[src/inc/timer_irq_pkg.sv]
// Purpose: shared constants and carrier types for the timer and event flag block
// Assumes: byte-wide register port, 12-bit address
// Notes: counter port offsets and the interrupt control reset are local choices

package timer_irq_pkg;
  // register offsets
  localparam logic [11:0] IRQ_CTRL_ADDR = 12'h1e3;
  localparam logic [11:0] MASK_ADDR = 12'h1e4;
  localparam logic [11:0] FLAGS_ADDR = 12'h1e5;
  localparam logic [11:0] SETUP_ADDR = 12'h1e6;
  localparam logic [11:0] CTR0_ADDR = 12'h1e8;
  localparam logic [11:0] CTR1_ADDR = 12'h1e9;
  localparam logic [11:0] CTR2_ADDR = 12'h1ea;
  localparam logic [11:0] CTL_WORD_ADDR = 12'h1eb;

  // event flag bit positions, shared by mask and flags
  localparam int PERR_BIT = 4;
  localparam int SERR_BIT = 3;
  localparam int TC2_BIT = 2;
  localparam int TC1_BIT = 1;
  localparam int TC0_BIT = 0;
  localparam logic [7:0] FLAGS_USED = 8'h1f;

  // interrupt control fields
  localparam int IRQ_EN_BIT = 4;
  localparam logic [7:0] IRQ_CTRL_USED = 8'h1f;
  localparam logic [3:0] INTEN_IDLE = 4'h0;

  // setup register: reserved low two bits
  localparam logic [7:0] SETUP_USED = 8'hfc;

  // reset values
  localparam logic [7:0] FLAGS_RST = 8'h00;
  localparam logic [7:0] MASK_RST = 8'h00;
  localparam logic [7:0] IRQ_CTRL_RST = 8'h00;
  localparam logic [7:0] SETUP_RST = 8'h00;

  // internal timer clock: bus clock divided by eight
  localparam int TIMER_CLK_DIV = 8;
  localparam logic [2:0] DIV_LAST = 3'(TIMER_CLK_DIV - 1);

  // counter control word fields
  localparam int CW_SC_HI = 7;
  localparam int CW_SC_LO = 6;
  localparam logic [1:0] SC_READBACK = 2'h3;
  localparam logic [1:0] RW_LATCH = 2'h0;
  localparam logic [1:0] RW_LSB = 2'h1;
  localparam logic [1:0] RW_MSB = 2'h2;
  localparam logic [1:0] RW_BOTH = 2'h3;
  localparam logic [2:0] MODE_TERMINAL = 3'h0;
  localparam logic [2:0] MODE_RATE = 3'h2;
  localparam logic [2:0] MODE_SQUARE = 3'h3;

  // timer clock and gate setup
  typedef struct packed {
    logic counter_two_gate_level;
    logic counter_one_gate_level;
    logic counter_zero_gate_level;
    logic cascade_select;
    logic counter_one_clock_select;
    logic counter_zero_clock_select;
    logic [1:0] rsv;
  } setup_t;

  // one counter's programming strobes
  typedef struct packed {
    logic ctl_wr;
    logic [5:0] ctl;
    logic data_wr;
    logic data_rd;
    logic [7:0] data;
  } ctr_bus_t;
endpackage

[src/pin_sync.sv]
// Purpose: two-stage synchroniser with rise detector for one pin
// Assumes: pin is asynchronous to sys clock
// Notes: the first stage feeds only the second stage
`timescale 1ns/1ps
`default_nettype none

module pin_sync (
  input wire logic clk_in, // system clock
  input wire logic rst_n_in, // synchronised reset, active low
  input wire logic pin_in, // raw pin level
  output logic level_out, // synchronised level
  output logic rise_out // one-cycle pulse on rising level
);
  logic meta_q, meta_d; // first stage
  logic sync_q, sync_d; // second stage
  logic prev_q, prev_d; // for edge detect

  // next values
  always_comb
  begin
    meta_d = pin_in;
    sync_d = meta_q;
    prev_d = sync_q;
  end

  // registers
  always_ff @(posedge clk_in or negedge rst_n_in)
  begin
    if (!rst_n_in)
    begin
      meta_q <= 1'b0;
      sync_q <= 1'b0;
      prev_q <= 1'b0;
    end
    else
    begin
      meta_q <= meta_d;
      sync_q <= sync_d;
      prev_q <= prev_d;
    end
  end

  assign level_out = sync_q;
  assign rise_out = sync_q & ~prev_q;
endmodule

`default_nettype wire

[src/interval_counter.sv]
// Purpose: one 16-bit binary down counter with interval-timer programming
// Assumes: tick_in is a one-cycle count enable from the selected source
// Notes: decimal bit is kept but counting is always binary
`timescale 1ns/1ps
`default_nettype none

module interval_counter (
  input wire logic clk_in, // system clock
  input wire logic rst_n_in, // synchronised reset, active low
  input wire logic tick_in, // count enable pulse
  input wire logic gate_in, // gate level
  input wire timer_irq_pkg::ctr_bus_t bus_in, // programming strobes
  output logic [7:0] rd_data_out, // byte for a data read
  output logic out_out // counter output, registered
);
  logic [2:0] mode_q, mode_d; // counting mode
  logic [1:0] rw_q, rw_d; // byte access format
  logic bcd_q, bcd_d; // stored, never used for counting
  logic [15:0] reload_q, reload_d; // programmed count
  logic [15:0] count_q, count_d; // running count
  logic [15:0] latch_q, latch_d; // latched count
  logic latched_q, latched_d; // latch holds a value
  logic wr_msb_q, wr_msb_d; // next write is high byte
  logic rd_msb_q, rd_msb_d; // next read is high byte
  logic pend_q, pend_d; // load on next tick
  logic armed_q, armed_d; // counting allowed
  logic out_q, out_d; // output level
  logic [15:0] src; // value under read
  logic loaded; // count written fully

  // byte offered to the read port
  always_comb
  begin
    src = latched_q ? latch_q : count_q;
    case (rw_q)
      timer_irq_pkg::RW_MSB: rd_data_out = src[15:8];
      timer_irq_pkg::RW_BOTH: rd_data_out = rd_msb_q ? src[15:8] : src[7:0];
      default: rd_data_out = src[7:0];
    endcase
  end

  // next state of programming and counting
  always_comb
  begin
    mode_d = mode_q;
    rw_d = rw_q;
    bcd_d = bcd_q;
    reload_d = reload_q;
    count_d = count_q;
    latch_d = latch_q;
    latched_d = latched_q;
    wr_msb_d = wr_msb_q;
    rd_msb_d = rd_msb_q;
    pend_d = pend_q;
    armed_d = armed_q;
    out_d = out_q;
    loaded = 1'b0;
    if (bus_in.ctl_wr)
    begin
      if (bus_in.ctl[5:4] == timer_irq_pkg::RW_LATCH)
      begin
        // latch only if not already holding one
        if (!latched_q)
        begin
          latch_d = count_q;
          latched_d = 1'b1;
        end
      end
      else
      begin
        // new mode: stop and wait for a count
        rw_d = bus_in.ctl[5:4];
        mode_d = bus_in.ctl[3:1];
        bcd_d = bus_in.ctl[0];
        out_d = (bus_in.ctl[3:1] != timer_irq_pkg::MODE_TERMINAL);
        armed_d = 1'b0;
        pend_d = 1'b0;
        wr_msb_d = 1'b0;
        rd_msb_d = 1'b0;
        latched_d = 1'b0;
      end
    end
    else if (bus_in.data_wr)
    begin
      case (rw_q)
        timer_irq_pkg::RW_LSB:
        begin
          reload_d = {8'h00, bus_in.data};
          loaded = 1'b1;
        end
        timer_irq_pkg::RW_MSB:
        begin
          reload_d = {bus_in.data, 8'h00};
          loaded = 1'b1;
        end
        default:
        begin
          // low byte first, then high byte completes the count
          if (wr_msb_q)
          begin
            reload_d = {bus_in.data, reload_q[7:0]};
            loaded = 1'b1;
          end
          else
          begin
            reload_d = {reload_q[15:8], bus_in.data};
          end
          wr_msb_d = ~wr_msb_q;
        end
      endcase
      if (loaded)
      begin
        pend_d = 1'b1;
        if (mode_q == timer_irq_pkg::MODE_TERMINAL)
        begin
          out_d = 1'b0;
        end
      end
    end
    else if (bus_in.data_rd)
    begin
      // second byte of a pair, or any single byte, ends a latch
      if (rw_q == timer_irq_pkg::RW_BOTH)
      begin
        rd_msb_d = ~rd_msb_q;
        if (rd_msb_q)
        begin
          latched_d = 1'b0;
        end
      end
      else
      begin
        latched_d = 1'b0;
      end
    end
    if (tick_in)
    begin
      if (pend_q)
      begin
        count_d = reload_q;
        pend_d = 1'b0;
        armed_d = 1'b1;
      end
      else if (armed_q && gate_in)
      begin
        // binary only; a count of zero spans the full range
        count_d = count_q - 16'h0001;
        case (mode_q)
          timer_irq_pkg::MODE_RATE:
          begin
            out_d = (count_q != 16'h0002);
            if (count_q == 16'h0001)
            begin
              count_d = reload_q;
            end
          end
          timer_irq_pkg::MODE_SQUARE:
          begin
            if (count_q == 16'h0001)
            begin
              count_d = reload_q;
            end
            out_d = (count_d > {1'b0, reload_q[15:1]});
          end
          default:
          begin
            // one-shot style: high on terminal count, then stays
            if (count_q == 16'h0001)
            begin
              out_d = 1'b1;
            end
          end
        endcase
      end
    end
  end

  // registers
  always_ff @(posedge clk_in or negedge rst_n_in)
  begin
    if (!rst_n_in)
    begin
      mode_q <= timer_irq_pkg::MODE_TERMINAL;
      rw_q <= timer_irq_pkg::RW_LSB;
      bcd_q <= 1'b0;
      reload_q <= 16'h0000;
      count_q <= 16'h0000;
      latch_q <= 16'h0000;
      latched_q <= 1'b0;
      wr_msb_q <= 1'b0;
      rd_msb_q <= 1'b0;
      pend_q <= 1'b0;
      armed_q <= 1'b0;
      out_q <= 1'b0;
    end
    else
    begin
      mode_q <= mode_d;
      rw_q <= rw_d;
      bcd_q <= bcd_d;
      reload_q <= reload_d;
      count_q <= count_d;
      latch_q <= latch_d;
      latched_q <= latched_d;
      wr_msb_q <= wr_msb_d;
      rd_msb_q <= rd_msb_d;
      pend_q <= pend_d;
      armed_q <= armed_d;
      out_q <= out_d;
    end
  end

  assign out_out = out_q;
endmodule

`default_nettype wire

[src/timer_irq_status_logic.sv]
// Purpose: three interval counters with clock/gate setup and sticky event flags
// Assumes: sys clock stands for the bus clock; error pins are active low
// Notes: register port answers reads one cycle later, never stalls
//
// What this block does
// - counter output rise sets its flag bit
// - flags stay set until software clears
// - writing one clears flag, zero keeps
// - flags set and read regardless of mask
// - parity error assertion sets flag bit four
// - system error assertion sets flag bit three
// - block itself watches both error lines
// - setup bits seven to five drive gates
// - setup bit four: zero cascades counters
// - cascade: counter one clocks counter two
// - setup bit three picks counter one clock
// - setup bit two picks counter zero clock
// - internal counter clock is bus/8
// - external inputs reach only their own counter
// - counter two uses internal clock unless cascaded
// - three binary 16-bit counters, decimal ignored
// - mask register gates flags onto interrupt
// - control bit four enables interrupt output when control bits three to zero are zero
`timescale 1ns/1ps
`default_nettype none

module timer_irq_status_logic (
  input wire logic sys_clk_in, // 100 MHz system clock
  input wire logic rst_b_in, // async reset, active low
  input wire logic [11:0] addr_in, // register address
  input wire logic [7:0] wr_data_in, // write data
  input wire logic wr_in, // write strobe
  input wire logic rd_in, // read strobe
  input wire logic ext_clock_in_zero_in, // external clock for counter zero
  input wire logic ext_clock_in_one_in, // external clock for counter one
  input wire logic parity_err_b_in, // bus parity error pin, active low
  input wire logic system_err_b_in, // bus system error pin, active low
  output logic [7:0] rd_data_out, // read data, cycle after strobe
  output logic irq_out, // interrupt request, active high
  output logic [2:0] counter_out_out // counter output levels
);
  logic rst_meta_q; // reset release, first stage
  logic rst_n_q; // reset release, used everywhere
  logic [7:0] flags_q, flags_d; // interrupt_event_flags
  logic [7:0] mask_q, mask_d; // interrupt_source_mask
  logic [7:0] ctrl_q, ctrl_d; // interrupt control
  timer_irq_pkg::setup_t setup_q, setup_d; // timer_clock_gate_setup
  logic [2:0] div_q, div_d; // internal clock divider
  logic div_tick; // internal clock tick
  logic [2:0] tout_prev_q, tout_prev_d; // previous counter outputs
  logic [2:0] tout; // counter outputs
  logic [2:0] tout_rise; // rising counter outputs
  logic [7:0] rd_q, rd_d; // read data register
  logic irq_q, irq_d; // interrupt output register
  logic ext0_rise, ext1_rise; // external clock edges
  logic perr_lvl, serr_lvl; // synchronised error pins
  logic [2:0] tick; // per-counter count enable
  logic [2:0] gate; // per-counter gate level
  logic [7:0] ctr_rd [3]; // per-counter read bytes
  timer_irq_pkg::ctr_bus_t ctr_bus [3]; // per-counter strobes
  logic [7:0] set_bits; // events this cycle
  logic flags_wr; // write to flag register

  // reset release through two flops; assertion is immediate
  always_ff @(posedge sys_clk_in or negedge rst_b_in)
  begin
    if (!rst_b_in)
    begin
      rst_meta_q <= 1'b0;
      rst_n_q <= 1'b0;
    end
    else
    begin
      rst_meta_q <= 1'b1;
      rst_n_q <= rst_meta_q;
    end
  end

  // pin synchronisers
  pin_sync u_ext0 (
    .clk_in(sys_clk_in),
    .rst_n_in(rst_n_q),
    .pin_in(ext_clock_in_zero_in),
    .level_out(),
    .rise_out(ext0_rise)
  );

  pin_sync u_ext1 (
    .clk_in(sys_clk_in),
    .rst_n_in(rst_n_q),
    .pin_in(ext_clock_in_one_in),
    .level_out(),
    .rise_out(ext1_rise)
  );

  // error pins inverted so the synchronised level is high when asserted
  pin_sync u_perr (
    .clk_in(sys_clk_in),
    .rst_n_in(rst_n_q),
    .pin_in(~parity_err_b_in),
    .level_out(perr_lvl),
    .rise_out()
  );

  pin_sync u_serr (
    .clk_in(sys_clk_in),
    .rst_n_in(rst_n_q),
    .pin_in(~system_err_b_in),
    .level_out(serr_lvl),
    .rise_out()
  );

  // clock source and gate routing
  always_comb
  begin
    div_d = (div_q == timer_irq_pkg::DIV_LAST) ? 3'h0 : div_q + 3'h1;
    div_tick = (div_q == timer_irq_pkg::DIV_LAST);
    // each external input feeds only its own counter
    tick[0] = setup_q.counter_zero_clock_select ? div_tick : ext0_rise;
    tick[1] = setup_q.counter_one_clock_select ? div_tick : ext1_rise;
    // cascade when the select is zero: counter one's output clocks counter two
    tick[2] = setup_q.cascade_select ? div_tick : tout_rise[1];
    gate[0] = setup_q.counter_zero_gate_level;
    gate[1] = setup_q.counter_one_gate_level;
    gate[2] = setup_q.counter_two_gate_level;
  end

  // programming strobes per counter; read-back selector is ignored
  always_comb
  begin
    for (int i = 0; i < 3; i++)
    begin
      ctr_bus[i].ctl_wr = wr_in && (addr_in == timer_irq_pkg::CTL_WORD_ADDR)
        && (wr_data_in[timer_irq_pkg::CW_SC_HI:timer_irq_pkg::CW_SC_LO] == 2'(i));
      ctr_bus[i].ctl = wr_data_in[5:0];
      ctr_bus[i].data = wr_data_in;
      ctr_bus[i].data_wr = wr_in && (addr_in == timer_irq_pkg::CTR0_ADDR + 12'(i));
      ctr_bus[i].data_rd = rd_in && (addr_in == timer_irq_pkg::CTR0_ADDR + 12'(i));
    end
  end

  // three independent counters
  for (genvar g = 0; g < 3; g++)
  begin : g_ctr
    interval_counter u_ctr (
      .clk_in(sys_clk_in),
      .rst_n_in(rst_n_q),
      .tick_in(tick[g]),
      .gate_in(gate[g]),
      .bus_in(ctr_bus[g]),
      .rd_data_out(ctr_rd[g]),
      .out_out(tout[g])
    );
  end

  assign tout_rise = tout & ~tout_prev_q;

  // register writes, flag updates, read data and interrupt
  always_comb
  begin
    tout_prev_d = tout;
    mask_d = mask_q;
    ctrl_d = ctrl_q;
    setup_d = setup_q;
    flags_wr = wr_in && (addr_in == timer_irq_pkg::FLAGS_ADDR);
    // events enter regardless of mask
    set_bits = 8'h00;
    set_bits[timer_irq_pkg::TC0_BIT] = tout_rise[0];
    set_bits[timer_irq_pkg::TC1_BIT] = tout_rise[1];
    set_bits[timer_irq_pkg::TC2_BIT] = tout_rise[2];
    // level watch: flag re-sets while the line stays asserted
    set_bits[timer_irq_pkg::PERR_BIT] = perr_lvl;
    set_bits[timer_irq_pkg::SERR_BIT] = serr_lvl;
    // sticky; a one clears, a zero keeps; a new event beats the clear
    flags_d = flags_q;
    if (flags_wr)
    begin
      flags_d = flags_q & ~wr_data_in;
    end
    flags_d = (flags_d | set_bits) & timer_irq_pkg::FLAGS_USED;
    if (wr_in)
    begin
      case (addr_in)
        timer_irq_pkg::MASK_ADDR: mask_d = wr_data_in & timer_irq_pkg::FLAGS_USED;
        timer_irq_pkg::IRQ_CTRL_ADDR: ctrl_d = wr_data_in & timer_irq_pkg::IRQ_CTRL_USED;
        // reserved low bits are dropped so they read zero
        timer_irq_pkg::SETUP_ADDR: setup_d = wr_data_in & timer_irq_pkg::SETUP_USED;
        default: ;
      endcase
    end
    // read data stands only in the cycle after the strobe
    rd_d = 8'h00;
    if (rd_in)
    begin
      case (addr_in)
        timer_irq_pkg::IRQ_CTRL_ADDR: rd_d = ctrl_q;
        timer_irq_pkg::MASK_ADDR: rd_d = mask_q;
        timer_irq_pkg::FLAGS_ADDR: rd_d = flags_q;
        timer_irq_pkg::SETUP_ADDR: rd_d = setup_q;
        timer_irq_pkg::CTR0_ADDR: rd_d = ctr_rd[0];
        timer_irq_pkg::CTR1_ADDR: rd_d = ctr_rd[1];
        timer_irq_pkg::CTR2_ADDR: rd_d = ctr_rd[2];
        default: rd_d = 8'h00;
      endcase
    end
    // any nonzero select field also holds the request off
    irq_d = ctrl_q[timer_irq_pkg::IRQ_EN_BIT]
      && (ctrl_q[3:0] == timer_irq_pkg::INTEN_IDLE)
      && ((flags_q & mask_q) != 8'h00);
  end

  // registers
  always_ff @(posedge sys_clk_in or negedge rst_n_q)
  begin
    if (!rst_n_q)
    begin
      flags_q <= timer_irq_pkg::FLAGS_RST;
      mask_q <= timer_irq_pkg::MASK_RST;
      ctrl_q <= timer_irq_pkg::IRQ_CTRL_RST;
      setup_q <= timer_irq_pkg::SETUP_RST;
      div_q <= 3'h0;
      tout_prev_q <= 3'h0;
      rd_q <= 8'h00;
      irq_q <= 1'b0;
    end
    else
    begin
      flags_q <= flags_d;
      mask_q <= mask_d;
      ctrl_q <= ctrl_d;
      setup_q <= setup_d;
      div_q <= div_d;
      tout_prev_q <= tout_prev_d;
      rd_q <= rd_d;
      irq_q <= irq_d;
    end
  end

  assign rd_data_out = rd_q;
  assign irq_out = irq_q;
  assign counter_out_out = tout;
endmodule

`default_nettype wire

[config.mk]
export PLATFORM = sky130hd
export DESIGN_NAME = timer_irq_status_logic
export DESIGN_NICKNAME = d
export VERILOG_FILES = /design/src/inc/timer_irq_pkg.sv /design/src/pin_sync.sv /design/src/interval_counter.sv /design/src/timer_irq_status_logic.sv
export SDC_FILE = /design/constraint.sdc
export NUM_CORES = 1
export LEC_CHECK = 0
export ABC_AREA = 1
export ABC_CLOCK_PERIOD_IN_PS = 7400
export BUFFER_PORTS_ARGS = -buffer_cell sky130_fd_sc_hd__clkbuf_2
export CAP_MARGIN = 20
export CORE_MARGIN = 2
export CORE_UTILIZATION = 30
export CTS_BUF_LIST = sky130_fd_sc_hd__clkbuf_4 sky130_fd_sc_hd__clkbuf_8
export CTS_CLUSTER_SIZE = 30
export DETAILED_ROUTE_END_ITERATION = 6
export GPL_ROUTABILITY_DRIVEN = 0
export HOLD_SLACK_MARGIN = 0.12
export MAX_ROUTING_LAYER = met4
export PLACE_DENSITY = 0.44
export SYNTH_ARGS = -nofsm -noshare
export SYNTH_HDL_FRONTEND = slang
export SYNTH_HIERARCHICAL = 1
export SYNTH_SLANG_ARGS = --single-unit
[constraint.sdc]
create_clock -name sys_clk_in -period 7.4 [get_ports sys_clk_in]
set_clock_uncertainty 0.1 [all_clocks]
set_input_delay 0.74 -clock sys_clk_in [delete_from_list [all_inputs] [get_ports sys_clk_in]]
set_output_delay 0.74 -clock sys_clk_in [all_outputs]
set_load 0.01 [all_outputs]
Yosys cells after proc, flatten, opt, wreduce, memory -nomap -nowiden
Index checks and enable logic that the tools add are counted.
W data, S select, Z words.
{"block": "totals", "regBits": 225, "latchBits": 0, "ramBits": 0, "romBits": 0, "inputBits": 28, "word_cells": 362, "n_memories": 0}
{"block": "op_classes", "n_addsub": 4, "mul": 0, "div": 0, "magnitude_cmp": 3, "eq_ne": 47, "shifts": 0, "muxes": 156, "bitwise_logic": 22, "n_reduce_logical": 69}
{"cell": "$mux W16", "n": 27}
{"cell": "$pmux W16 S2", "n": 6}
{"cell": "$mux W1", "n": 110}
{"cell": "$eq A12 B9 Y1 const B", "n": 8}
{"cell": "$pmux W8 S7", "n": 1}
{"cell": "$eq A16 B1 Y1 const B", "n": 3}
{"cell": "$gt A16 B15 Y1", "n": 3}
{"cell": "$ne A16 B2 Y1 const B", "n": 3}
{"cell": "$pmux W8 S2", "n": 3}
{"cell": "$sub A16 B1 Y16 const B", "n": 3}
{"cell": "$reduce_and A3 Y1", "n": 12}
{"cell": "$mux W8", "n": 4}
{"cell": "$reduce_and A2 Y1", "n": 12}
{"cell": "$reduce_bool A2 Y1", "n": 12}
{"cell": "$eq A3 B2 Y1 const B", "n": 6}
{"cell": "$logic_and A1 B1 Y1", "n": 16}
{"cell": "$eq A2 B2 Y1 const B", "n": 7}
{"cell": "$not A1 Y1", "n": 14}
{"cell": "$ne A2 B1 Y1 const B", "n": 6}
{"cell": "$reduce_and A4 Y1", "n": 3}
{"cell": "$reduce_bool A3 Y1", "n": 4}
{"cell": "$and A5 B5 Y5", "n": 2}
{"cell": "$logic_not A3 Y1", "n": 3}
{"cell": "$ne A3 B2 Y1 const B", "n": 3}
{"cell": "17 further kinds", "n": 30}

Logic depth before layout (Yosys ltp)
{"block": "logic_depth", "ltp_word": 13, "depth_mapped": 25, "ltp_nobuf": 24}

Hierarchy
The synthesis kept the hierarchy.
{"module": "interval_counter (g_ctr[0].u_ctr ...)", "instances": 2, "cells_per_inst": 534, "area_each_um2": 3977.6}
{"module": "interval_counter (g_ctr[2].u_ctr)", "instances": 1, "cells_per_inst": 541, "area_each_um2": 3931.3}
{"module": "timer_irq_status_logic", "instances": 1, "cells_per_inst": 290, "area_each_um2": 2222.1}
{"module": "pin_sync", "instances": 4, "cells_per_inst": 5, "area_each_um2": 85.1}

Least setup slack after synthesis
No wires, ideal clock.
{"block": "synth_timing", "path_kind": "input to register", "from": "input port wr_in", "to": "register g_ctr[2].u_ctr.out_q", "arrival_time_ns": 2.623, "slack_ns": 4.604, "stages": 12, "path_buffers": 1, "path_cell_list": "clkbuf_2 > inv_1 > nor3_1 > nand2_1 > nor3_1 > inv_1 > nor2_4 > inv_1 > a22oi_1 > nor2_1 > o21a_1 > a21oi_2"}
{"element": "from (decl)", "line_no": "timer_irq_status_logic.sv:32", "text": "input wire logic wr_in,"}
{"element": "to (signal assigned)", "line_no": "interval_counter.sv:209", "text": "out_q <= out_d;"}
{"element": "to (decl)", "line_no": "interval_counter.sv:27", "text": "logic out_q, out_d;"}

Worst setup path after layout
{"block": "layout_timing", "from": "register g_ctr[2].u_ctr.count_q[0]", "to": "register g_ctr[2].u_ctr.out_q"}
{"block": "layout_between", "elab_chain_len": 11, "elab_cells_between_ends": 14}
{"element": "from (decl)", "line_no": "interval_counter.sv:20", "text": "logic [15:0] count_q, count_d;"}
{"element": "from (signal assigned)", "line_no": "interval_counter.sv:202", "text": "count_q <= count_d;"}
{"element": "$sub A16 B1 Y16 or $eq A16 B1 Y1 (tied branches)", "line_no": "interval_counter.sv:147, interval_counter.sv:159, interval_counter.sv:168"}
{"element": "$mux W16", "line_no": "interval_counter.sv:159", "text": "if (count_q == 16'h0001)"}
{"element": "$mux W16", "line_no": "interval_counter.sv:148", "text": "case (mode_q)"}
{"element": "$mux W16", "line_no": "interval_counter.sv:144", "text": "else if (armed_q && gate_in)"}
{"element": "$mux W16", "line_no": "interval_counter.sv:138", "text": "if (pend_q)"}
{"element": "$mux W16", "line_no": "interval_counter.sv:136", "text": "if (tick_in)"}
{"element": "$gt A16 B15 Y1", "line_no": "interval_counter.sv:163", "text": "out_d = (count_d > {1'b0, reload_q[15:1]});"}
{"element": "$pmux W1 S2 (*)", "line_no": "interval_counter.sv:148"}
{"element": "$mux W1 (*)", "line_no": "interval_counter.sv:144"}
{"element": "$mux W1 (*)", "line_no": "interval_counter.sv:138"}
{"element": "$mux W1 (*)", "line_no": "interval_counter.sv:136"}
{"element": "via g_ctr[2].u_ctr.out_d", "line_no": "interval_counter.sv:27"}
Mark *: on every way through the listed nets, which the timed path passes. The rest lies on a longest branch. The select of a mux whose other input is x is not followed.
A chain may end at the register's enable or synchronous reset.

==> impl_metrics.toml <==
[status]
outcome = "finished clean"

[logic_synthesis]
synthesis.nets = 2006
yosys_warnings = 6
syn_inst = 1913
syn_area_um2 = 14380
syn_area_per_cell_um2 = 7.516

[drt]
wl_per_cell_um = 17.55
num_vias = 12630
drt-pass1-iter-count = 5
vias_per_cell = 4.857
ant_nets = 0
drc = 0
wirelength_um = 45640
drt_iter0_markers = 912

[clock_network]
cts_setup_buffers = 0
numCtsBuffers = 46
cts_max_level = 2
clock_sinks = 225
cts_tree = "built"
cts.path.max_buffers = 3
insertion_delay_ns = 0.60
cts_root_buffer = "clkbuf_8"
cts_resized = 0
clk_pin_slew_ns = 0.07

[timing]
layout_setup_ws_ns = 3.931
min_period_ns = 3.469
fin_crit_sh = 0.4688
worst_pin_slew_ns = 1.022
setup_viol = 0
hold_ws_ns = 0.1685
relSlewSlack = 0.3182
hold_violations = 0
setup_tns_ns = 0
rsz0062_at_grt = "no"
drv_slew = 0
clock.fmax_mhz = 288.3

[worst_setup_path]
reg2reg_from = "g_ctr[2].u_ctr/count_q[0]"
cp_cell_sequence = "inv_1, ha_1, inv_1, nor3_1, nand2_1, xor2_1, o21ai_1, ha_1, nand2_1, inv_1, nand2_1, nor2_1, nand2_1, nand3_1, nand2_1, nand2_1, nand2_1, nand2_1, nand2_1, nand2_1, nand2_1, a21oi_2"
r2r_slack_ns = 3.93
worstReg2RegEnd = "g_ctr[2].u_ctr/out_out"
max_stage_delay_ns = 0.42
cp-start-kind = "flop"
cp.required_ns = 7.82
critPathSlowestCell = "dfrtp_1"
path_delay_family = "simple AND/OR/NAND/NOR gates"
critical_path_class = "flop to flop"
worstPathArrival_ns = 3.89
worstPathBufferInverterCount = 3
cp_common_cell = "nand2_1"
cp-end-kind = "flop"
rr_worst_depth = 22
cp_max_fo = 6

[worst_hold_path]
holdPathEnd = "u_perr/meta_q"
holdCritPathClass = "primary input to flop"
hp-start = "parity_err_b_in"
holdPathStages = 2

[grt]
grt_max_degree = 139
grt.overflow.total = 0
grt_pass1_vias = 12400
grt_pass1_wl_um = 72480
antenna_found_initial = 0
grtUsageTotal = 0.1925

[finish]
antenna_cells = 0
drive_gt1_frac = 0.1349
fin_nets = 2045
area_growth_pct = 12.49

[placement]
hpwlAfterDp_um = 32290
pre_cts_ws_ns = 3.745
port_buffers = 39

[power_and_ir_drop]
p_per_area_nw_per_um2 = 172.5
vdd_drop_max_uv = 81.35
power.total_mw = 2.790
p_leak_nw = 8.063

[die]
die-area_um2 = 49700
die_w_um = 222.9
initial_utilization = 0.3024
die_height_um = 222.9
io_pins = 40
coreArea_um2 = 47550
rows = 80

[run]
max_cap_violations = 0
## worst max-delay path by stage
stage,cells past startpoint,slack (ns),startpoint,end
2_1_floorplan,0,0.57,rst_n_q,ctrl_q[0]
3_3_place_gp,13,3.71,addr_in[5],g_ctr[2].u_ctr/reload_q[11]
3_5_place_dp,11,3.75,addr_in[11],g_ctr[2].u_ctr/reload_q[1]
4_1_cts,22,4.00,g_ctr[2].u_ctr/count_q[0],g_ctr[2].u_ctr/out_out
5_1_grt,22,3.72,g_ctr[2].u_ctr/count_q[0],g_ctr[2].u_ctr/out_out
6_report,22,3.93,g_ctr[2].u_ctr/count_q[0],g_ctr[2].u_ctr/out_out
## per-stage QoR
step / instance area (um^2) / cells / util
4_1_cts: 16150 / 2599 / 0.3397
3_5_place_dp: 15110 / 2513 / 0.3178
3_3_place_gp: 15100 / 2512 / 0.3177
6_report: 16170 / 2601 / 0.3402
5_1_grt: 16170 / 2601 / 0.3402
2_1_floorplan: 14380 / 1913 / -
## cell usage in the layout (no fill, tap or decap), drive strengths merged, types with 11 or more instances in the layout
cell	n
o21bai	27
a22oi	39
o22ai	24
nand4	12
nor2	159
inv	286
o21ai	293
a21oi	106
buf	11
dfrtp	222
nor3	12
clkbuf	111
nand2	433
nand3	103
ha	65
xor2	26
## state kept, by name, indices dropped and copies added (netlist names), 6 cells and up
| register | cells |
|---|---|
| g_ctr.u_ctr/count_q | 48 |
| rd_data_out | 8 |
| g_ctr.u_ctr/latch_q | 48 |
| g_ctr.u_ctr/reload_q | 48 |
| g_ctr.u_ctr/rw_q | 6 |
| g_ctr.u_ctr/mode_q | 9 |
## layer usage
layer	track usage	wire, um
met5	-	0
met2	0.2967	20660
met1	0.2656	22250
met3	0.03042	1869
met4	0.04546	870
## layout make-up
| cell class | count | area (um^2) |
|---|---|---|
| Inverter | 286 | 1075 |
| Timing Repair Buffer | 54 | 337.8 |
| Multi-Input combinational cell | 1339 | 7353 |
| Fill cell | 5037 | 31370 |
| Clock inverter | 10 | 103.9 |
| Clock buffer | 72 | 897.1 |
| Sequential cell | 225 | 5638 |
| Tap cell | 615 | 769.5 |
## power breakdown
| group | switching, mW | internal [mW] | total, mW |
|---|---|---|---|
| combinational | 0.0808 | 0.0236 | 0.104 |
| sequential | 0.00925 | 1.24 | 1.25 |
| clock | 0.600 | 0.838 | 1.44 |
## what timing repair did
action,in CTS,in global routing
endpoints found under the setup margin,0,0
endpoints found under the hold margin,5,0
hold buffers,4,0
Note: power is estimated with default switching activity, not from simulation.
